<file path="src/include/psm_pkg.sv">
// Purpose: Shared constants and carriers for the program space address mapper
// Assumes: Avalon-MM slave, 32-bit data, word-aligned byte addresses
// Notes: All offsets and field positions live here
package psm_pkg;

	// ****************************************
	// Register map
	// ****************************************
	localparam logic [3:0] OFF_CORE_CONTROL = 4'h0;
	localparam logic [3:0] OFF_TABLE_PAGE = 4'h4;
	localparam logic [3:0] OFF_VIS_PAGE = 4'h8;
	localparam logic [3:0] OFF_STATUS = 4'hC;

	// ****************************************
	// Fields
	// ****************************************
	localparam int CC_PRIO_MSB_BIT = 3;
	localparam int CC_VIS_EN_BIT = 2;
	localparam int SR_PRIO_HI = 7;
	localparam int SR_PRIO_LO = 5;
	localparam int TBL_CFG_BIT = 7;
	localparam int EA_TOP_BIT = 15;
	localparam logic [3:0] PRIO_LIMIT = 4'h7;

	localparam logic [15:0] CORE_CONTROL_RST = 16'h0000;
	localparam logic [7:0] TABLE_PAGE_RST = 8'h00;
	localparam logic [7:0] VIS_PAGE_RST = 8'h00;

	// ****************************************
	// Carriers
	// ****************************************
	typedef enum logic [1:0] {
		PSM_KIND_DATA,
		PSM_KIND_TABLE,
		PSM_KIND_VIS
	} psm_kind_t;

	typedef struct packed {
		logic valid;
		logic table_op;
		logic write;
		logic [15:0] ea;
	} psm_req_t;

	typedef struct packed {
		logic valid;
		psm_kind_t kind;
		logic prog;
		logic cfg;
		logic write;
		logic word_only;
		logic [23:0] prog_addr;
		logic [15:0] data_addr;
	} psm_map_t;

endpackage

</file>
<file path="src/design/psm_mapper.sv">
// Purpose: Program space address mapper with register slave
// Assumes: Avalon-MM master per published protocol, synchronous inputs
// Notes: One-cycle registered mapping output
//
// Functional notes
// Program words 24 bits, data words 16
// Table page above EA gives address
// Table page top bit selects configuration
// Visibility joins page with EA low bits
// Each visibility page is 32K words
// Visibility never reaches configuration memory
// Visibility is read-only, low word only
// Table ops reach every program byte
// Program bit 15 from page bit 0
// Control bit 2 enables visibility, resets 0
// Control bit 3 flags level above 7
// Priority level is msb over status bits
// Otherwise plain data-memory access
`timescale 1ns/1ps
module psm_mapper (
	// Clock and reset
	input wire logic clk,
	input wire logic nrst,
	// Avalon-MM slave
	input wire logic [3:0] avs_address,
	input wire logic avs_read,
	input wire logic avs_write,
	input wire logic [31:0] avs_writedata,
	input wire logic [3:0] avs_byteenable,
	output logic [31:0] avs_readdata,
	output logic avs_waitrequest,
	output logic [1:0] avs_response,
	// Core side
	input wire logic [15:0] cpu_status_reg,
	input wire logic prio_msb_set,
	input wire psm_pkg::psm_req_t req,
	// Mapped access and priority level
	output psm_pkg::psm_map_t map_r,
	output logic vis_write_err_r,
	output logic [3:0] cpu_priority_level
);

	// ****************************************
	// Registers
	// ****************************************
	logic [15:0] core_control_r;
	logic [15:0] core_control_nxt;
	logic [7:0] table_page_reg_r;
	logic [7:0] table_page_reg_nxt;
	logic [7:0] visibility_page_reg_r;
	logic [7:0] visibility_page_reg_nxt;
	logic ack_r;
	logic [31:0] rdata_r;
	logic [1:0] resp_r;
	psm_pkg::psm_map_t map_nxt;

	// ****************************************
	// Bus decode
	// ****************************************
	wire logic access = (avs_read || avs_write) && !ack_r;
	wire logic hit_cc = avs_address == psm_pkg::OFF_CORE_CONTROL;
	wire logic hit_tp = avs_address == psm_pkg::OFF_TABLE_PAGE;
	wire logic hit_vp = avs_address == psm_pkg::OFF_VIS_PAGE;
	wire logic hit_st = avs_address == psm_pkg::OFF_STATUS;
	wire logic mapped = hit_cc || hit_tp || hit_vp || hit_st;
	// Write lands at the edge where the master sees waitrequest low
	wire logic wr_lo = avs_write && ack_r && avs_byteenable[0];
	wire logic wr_cc = wr_lo && hit_cc;
	wire logic wr_tp = wr_lo && hit_tp;
	wire logic wr_vp = wr_lo && hit_vp;

	wire logic vis_en = core_control_r[psm_pkg::CC_VIS_EN_BIT];
	wire logic prio_msb = core_control_r[psm_pkg::CC_PRIO_MSB_BIT];
	// Clear-only: writing 0 clears, a set from the core in the same cycle wins
	wire logic clr_msb = wr_cc && !avs_writedata[psm_pkg::CC_PRIO_MSB_BIT];

	// ****************************************
	// Address formation
	// ****************************************
	psm_addr_gen i_psm_addr_gen (
		.req(req),
		.table_page(table_page_reg_r),
		.vis_page(visibility_page_reg_r),
		.vis_en(vis_en),
		.map(map_nxt)
	);

	// ****************************************
	// Next-state logic
	// ****************************************
	always_comb begin
		core_control_nxt = core_control_r;
		if (wr_cc) begin
			core_control_nxt[psm_pkg::CC_VIS_EN_BIT] = avs_writedata[psm_pkg::CC_VIS_EN_BIT];
		end
		if (prio_msb_set) begin
			core_control_nxt[psm_pkg::CC_PRIO_MSB_BIT] = 1'b1;
		end else if (clr_msb) begin
			core_control_nxt[psm_pkg::CC_PRIO_MSB_BIT] = 1'b0;
		end
	end

	assign table_page_reg_nxt = wr_tp ? avs_writedata[7:0] : table_page_reg_r;
	assign visibility_page_reg_nxt = wr_vp ? avs_writedata[7:0] : visibility_page_reg_r;

	// Priority level: msb above status bits 7..5
	assign cpu_priority_level = {prio_msb, cpu_status_reg[psm_pkg::SR_PRIO_HI:psm_pkg::SR_PRIO_LO]};

	logic [31:0] rd_mux;
	always_comb begin
		rd_mux = 32'h0000_0000;
		if (hit_cc) begin
			rd_mux = {16'h0000, core_control_r};
		end else if (hit_tp) begin
			rd_mux = {24'h00_0000, table_page_reg_r};
		end else if (hit_vp) begin
			rd_mux = {24'h00_0000, visibility_page_reg_r};
		end else if (hit_st) begin
			// Live level and whether it exceeds the threshold
			rd_mux = {27'h000_0000, cpu_priority_level > psm_pkg::PRIO_LIMIT, cpu_priority_level};
		end
	end

	// ****************************************
	// State
	// ****************************************
	always_ff @(posedge clk or negedge nrst) begin
		if (!nrst) begin
			core_control_r <= psm_pkg::CORE_CONTROL_RST;
			table_page_reg_r <= psm_pkg::TABLE_PAGE_RST;
			visibility_page_reg_r <= psm_pkg::VIS_PAGE_RST;
		end else begin
			core_control_r <= core_control_nxt;
			table_page_reg_r <= table_page_reg_nxt;
			visibility_page_reg_r <= visibility_page_reg_nxt;
		end
	end

	// One wait cycle, then acknowledge; unmapped answers with slave error
	always_ff @(posedge clk or negedge nrst) begin
		if (!nrst) begin
			ack_r <= 1'b0;
			rdata_r <= 32'h0000_0000;
			resp_r <= 2'b00;
		end else begin
			ack_r <= access;
			rdata_r <= (access && avs_read) ? rd_mux : 32'h0000_0000;
			resp_r <= (access && !mapped) ? 2'b10 : 2'b00;
		end
	end

	assign avs_waitrequest = (avs_read || avs_write) && !ack_r;
	assign avs_readdata = rdata_r;
	assign avs_response = resp_r;

	// Mapped access registered so 24-bit program address leaves a flop
	always_ff @(posedge clk or negedge nrst) begin
		if (!nrst) begin
			map_r <= '0;
			vis_write_err_r <= 1'b0;
		end else begin
			map_r <= map_nxt; // see R1 see R4
			// Writes through the visibility window are dropped and flagged
			vis_write_err_r <= req.valid && req.write && map_nxt.kind == psm_pkg::PSM_KIND_VIS;
		end
	end

endmodule // psm_mapper

</file>
<file path="src/design/psm_addr_gen.sv">
// Purpose: Combinational program address formation
// Assumes: Page values come from registers in the top module
// Notes: Pure logic, no state
`timescale 1ns/1ps
module psm_addr_gen (
	// Request
	input wire psm_pkg::psm_req_t req,
	// Page and mode state
	input wire logic [7:0] table_page,
	input wire logic [7:0] vis_page,
	input wire logic vis_en,
	// Result
	output psm_pkg::psm_map_t map
);

	wire logic ea_top = req.ea[psm_pkg::EA_TOP_BIT];
	wire logic vis_hit = !req.table_op && vis_en && ea_top; // see R4
	wire logic [23:0] table_addr = {table_page, req.ea}; // see R2
	// Top address bit forced low, EA bit 15 replaced by page bit 0
	wire logic [23:0] vis_addr = {1'b0, vis_page, req.ea[14:0]}; // see R6 see R9

	always_comb begin
		map = '0;
		map.valid = req.valid;
		map.data_addr = req.ea;
		map.kind = psm_pkg::PSM_KIND_DATA;
		if (req.table_op) begin
			map.kind = psm_pkg::PSM_KIND_TABLE;
			map.prog = 1'b1;
			map.prog_addr = table_addr;
			map.cfg = table_page[psm_pkg::TBL_CFG_BIT];
			map.write = req.write;
		end else if (vis_hit) begin
			map.kind = psm_pkg::PSM_KIND_VIS;
			map.prog = 1'b1;
			map.prog_addr = vis_addr;
			map.word_only = 1'b1;
			map.write = 1'b0;
		end else begin
			map.write = req.write;
		end
	end

endmodule // psm_addr_gen

</file>
<file path="config.mk">
export PLATFORM = sky130hd
export DESIGN_NAME = psm_mapper
export DESIGN_NICKNAME = d
export VERILOG_FILES = /design/src/include/psm_pkg.sv /design/src/design/psm_mapper.sv /design/src/design/psm_addr_gen.sv
export SDC_FILE = /design/constraint.sdc
export NUM_CORES = 1
export LEC_CHECK = 0
export BUFFER_PORTS_ARGS = -buffer_cell sky130_fd_sc_hd__buf_2
export CAP_MARGIN = 25
export CORE_MARGIN = 2
export CORE_UTILIZATION = 40
export CTS_BUF_LIST = sky130_fd_sc_hd__clkbuf_16
export DETAILED_ROUTE_END_ITERATION = 16
export PLACE_DENSITY = 0.79
export SYNTH_ARGS = -nofsm -noshare
export SYNTH_HDL_FRONTEND = slang
export SYNTH_HIERARCHICAL = 1
export SYNTH_SLANG_ARGS = --single-unit
</file>
<file path="constraint.sdc">
create_clock -name clk -period 1.6 [get_ports clk]
set_input_delay 0.24 -clock clk [delete_from_list [all_inputs] [get_ports clk]]
set_output_delay 0.24 -clock clk [all_outputs]
set_load 0.02 [all_outputs]
</file>
==> flow_results.org <==
** Run status
- Outcome :: completed

** Setup path
- Critical path startpoint :: ack_r$_DFF_PN0_
- Capturing instance or port of the critical path :: visibility_page_reg_r[6]$_DFFE_PN0P_
- Critical path's largest stage delay :: 0.50 ns
- Kind of critical path :: register to register
- In this run the worst path has a maximum fanout of 8.
- Counting cells, the worst reg-to-reg path comes to 4.
- Required time reported for the critical path endpoint :: 1.81 ns
- Data on the critical path arrives at its endpoint at 1.76 ns.
- Cell breakdown of the critical path :: nand3_4 -> or4b_1 -> buf_6 -> mux2_4
- STA classifies the critical path endpoint as a register.
- Endpoint of the most critical register-to-register path :: visibility_page_reg_r[6]$_DFFE_PN0P_
- Setup slack of the worst register-to-register path :: 0.05 ns
- STA classifies the critical path startpoint as a register.
- The startpoint identified for the worst register-to-register timing path is ack_r$_DFF_PN0_.
- Critical-path top delay cell :: sky130_fd_sc_hd__or4b_1

** Pwr
- VDD IR-drop max :: 606 uV
- Pwr dens :: 1250 nW/um^2
- Leak :: 2.02 nW
- Overall power consumption after layout is estimated at 4.79 mW.

** STA
- Counting I/O delays and the setup requirement, the final critical path takes 1.55 ns.
- Share of the cycle needed by the critical path after routing :: 97.0%
- The final hold violation count came to 0.
- The clock arrives with 0.00322 ns of skew.
- Setup violations, final :: 0
- Across all hold checks on the routed design, the worst slack comes to 0.0293 ns.
- The count of pins over their slew limit came to 0.
- Timing would allow up to 644 MHz.

** Clocking
- Clock latency on the worst-skew pair :: 0.32 ns
- Number of sinks driven by the clock tree :: 76
- TritonCTS built the clock tree.
- Buffer type at the clock tree root :: sky130_fd_sc_hd__clkbuf_16
- Setup Buffers After CTS :: 0
- The clock passes through at most 2 buffers.
- Clock transition at the registers of the reported paths :: 0.06 ns
- Clock buffer count from CTS :: 9
- The H-tree generated during clock tree synthesis spans 3 levels.

** Route
- In the routed layout, each cell is associated on average with a via count of 4.47.
- Dividing the detail-routed wire length by the instance count gives 13.6 um.
- For this block, the initial DRC count from the detailed router was 43.
- For this run, design rule violations remaining after detail routing come to 0.
- Iteration count of the initial detailed-routing pass :: 4
- The detail route stage leaves a number of antenna-violating nets equal to 0.
- For this block, the via count after detailed routing is 1950.
- Sum of routed wire length over all layers :: 5.94 mm

** Floorplan
- Ports placed on the boundary :: 167
- Number of core rows :: 31
- Measured along the x axis, the die boundary spans 91.7 um.
- Initial Util :: 41.7%
- The die is 91.7 um tall.
- In this run the standard cell core region covers 7370 um^2.
- Die footprint :: 8410 um^2

** Global route
- Initial antenna violation count :: 1
- Vias in the first global route :: 1833
- Global routing used 14.7% of the available tracks across all layers.
- Global routing finished with a remaining overflow of 0.
- Largest net degree at the start of global routing :: 28
- Global-route wire length before repair :: 9.32 mm

** Synthesis
- Synthesized instance count :: 236
- Dividing the synthesized area by the synthesized cell count gives 13.0 um^2.
- Leading cell types by total area after synthesis :: sky130_fd_sc_hd__dfrtp_1 (62%), sky130_fd_sc_hd__buf_4 (12%), sky130_fd_sc_hd__mux2_4 (3.9%), sky130_fd_sc_hd__nor2b_1 (3.7%), sky130_fd_sc_hd__mux2_2 (1.8%)
- Of all cell types, the one taking the most synthesized area is sky130_fd_sc_hd__dfrtp_1.
- Register bit count reported by yosys :: 76
- After synthesis the cells add up to 3080 um^2.
- Share of Yosys cell area claimed by the top area cell type :: 61.8%
- Number of distinct standard cells referenced by the synthesized netlist :: 31
- The Yosys step of the flow raised 6 warnings.
- Of the synthesized area, sequential elements account for 61.8%.

** Placement
- Global placer's final weighted congestion :: 0.883
- Number of port buffers :: 101
- The HPWL after detailed placement is 4.55 mm.
- In this run, placement finished with an instance count of 419.

** Cells and area
- Synthesis-to-finish area growth :: 24.8%
- Post-route insts no fill :: 436
- Inserted Diodes :: 0
- Final core utilization :: 52.1%
- Nets :: 412
- The post-route netlist has 43.9% of its cells at a drive strength greater than 1.

** Min path
- Hold Path Class :: input pin to register

** Flow run
- Across the run, the number of max-cap violations was 0.
## cell families after synthesis
group / Yosys count / share of synthesized area [%]
multiplexers: 19 / 7.85
other: 1 / 0.122
flip-flops: 76 / 61.8
AO/OA/AOI/OAI: 24 / 5.21
buffers and inverters: 58 / 13.9
AND/OR/NAND/NOR: 58 / 11.1
## registers in the layout, summed over array words and instances, names as in the netlist
| name | cells |
|---|---|
| avs_response | 1 |
| vis_write_err_r | 1 |
| ack_r | 1 |
| visibility_page_reg_r | 8 |
| table_page_reg_r | 8 |
| avs_readdata | 8 |
| map_r | 47 |
| core_control_r | 2 |
## cell usage after synthesis (all sizes together)
cell,count
dfrtp,76
buf,57
nor2b,18
mux2,17
nor2,14
nand2,9
a21oi,8
nand3,8
o21ai,7
o221ai,5
a22oi,3
mux2i,2
or4b,2
and2,1
and4b,1
conb,1
inv,1
nand2b,1
nand3b,1
nor3,1
nor4b,1
o21a,1
or4,1
## metal layers
| layer | global-route usage, % | part of all wire [%] |
|---|---|---|
| met1 | 18.9 | 43 |
| met2 | 23.3 | 47 |
| met3 | 4.27 | 8.0 |
| met4 | 6.47 | 1.9 |
| met5 | 0 | 0.22 |
## timing repair
item / CTS / global route
hold buffers: 1 / 0
hold endpoints to repair: 17 / 0
setup endpoints to repair: 0 / 4
resized for setup: 0 / 1
## cells in the final DEF, fill, tap and decap left out, types with 8 or more instances in the layout
cell                        instances
sky130_fd_sc_hd__conb_1            25
sky130_fd_sc_hd__nor2b_1           18
sky130_fd_sc_hd__mux2_4             8
sky130_fd_sc_hd__clkbuf_16          9
sky130_fd_sc_hd__nor2_1            13
sky130_fd_sc_hd__dfrtp_1           76
sky130_fd_sc_hd__buf_2            100
sky130_fd_sc_hd__nand2_1            9
sky130_fd_sc_hd__buf_4             15
## cell type report
class	instances	area, um^2
clock inverter	7	91.3
sequential	76	1900
clock buffer	9	225
timing repair buffer	118	654
tap	99	124
fill	670	3530
inverter	1	3.75
multi-input combinational	126	838
## power breakdown
group          internal [mW]  switching [mW]
sequential              2.06          0.0757
clock                   1.35           0.726
combinational          0.221           0.356
total                   3.64            1.16
## how the worst min path moves through the flow
stage / to / depth (start not counted) / slack [ns] / start
3_5_place_dp: map_r[28]$_DFF_PN0_ / 1 / 0.13 / nrst
5_1_grt: map_r[4]$_DFF_PN0_ / 1 / 0.02 / req[4]
6_report: map_r[1]$_DFF_PN0_ / 1 / 0.03 / req[1]
4_1_cts: map_r[1]$_DFF_PN0_ / 1 / 0.02 / req[1]
3_3_place_gp: map_r[0]$_DFF_PN0_ / 1 / 0.13 / nrst
2_1_floorplan: ack_r$_DFF_PN0_ / 0 / -0.06 / nrst
## metrics by stage
step / TNS, ns / setup slack, ns / area, um^2
floorplan: 0 / 0.0141 / 3170
global placement: -0.109 / -0.0333 / 3510
detailed placement: -0.210 / -0.0273 / 3510
CTS: 0 / 0.0540 / 3830
global route: -0.0251 / -0.0100 / 3840
finish: 0 / 0.0477 / 3840
## worst max-delay path: cells and delay by family (launching register included)
family	cells	cell delay, ns
flops	1	0.39
mux	1	0.30
simple gates	2	0.57
buf+inv	1	0.18
Power figures use the tool's default switching activity.
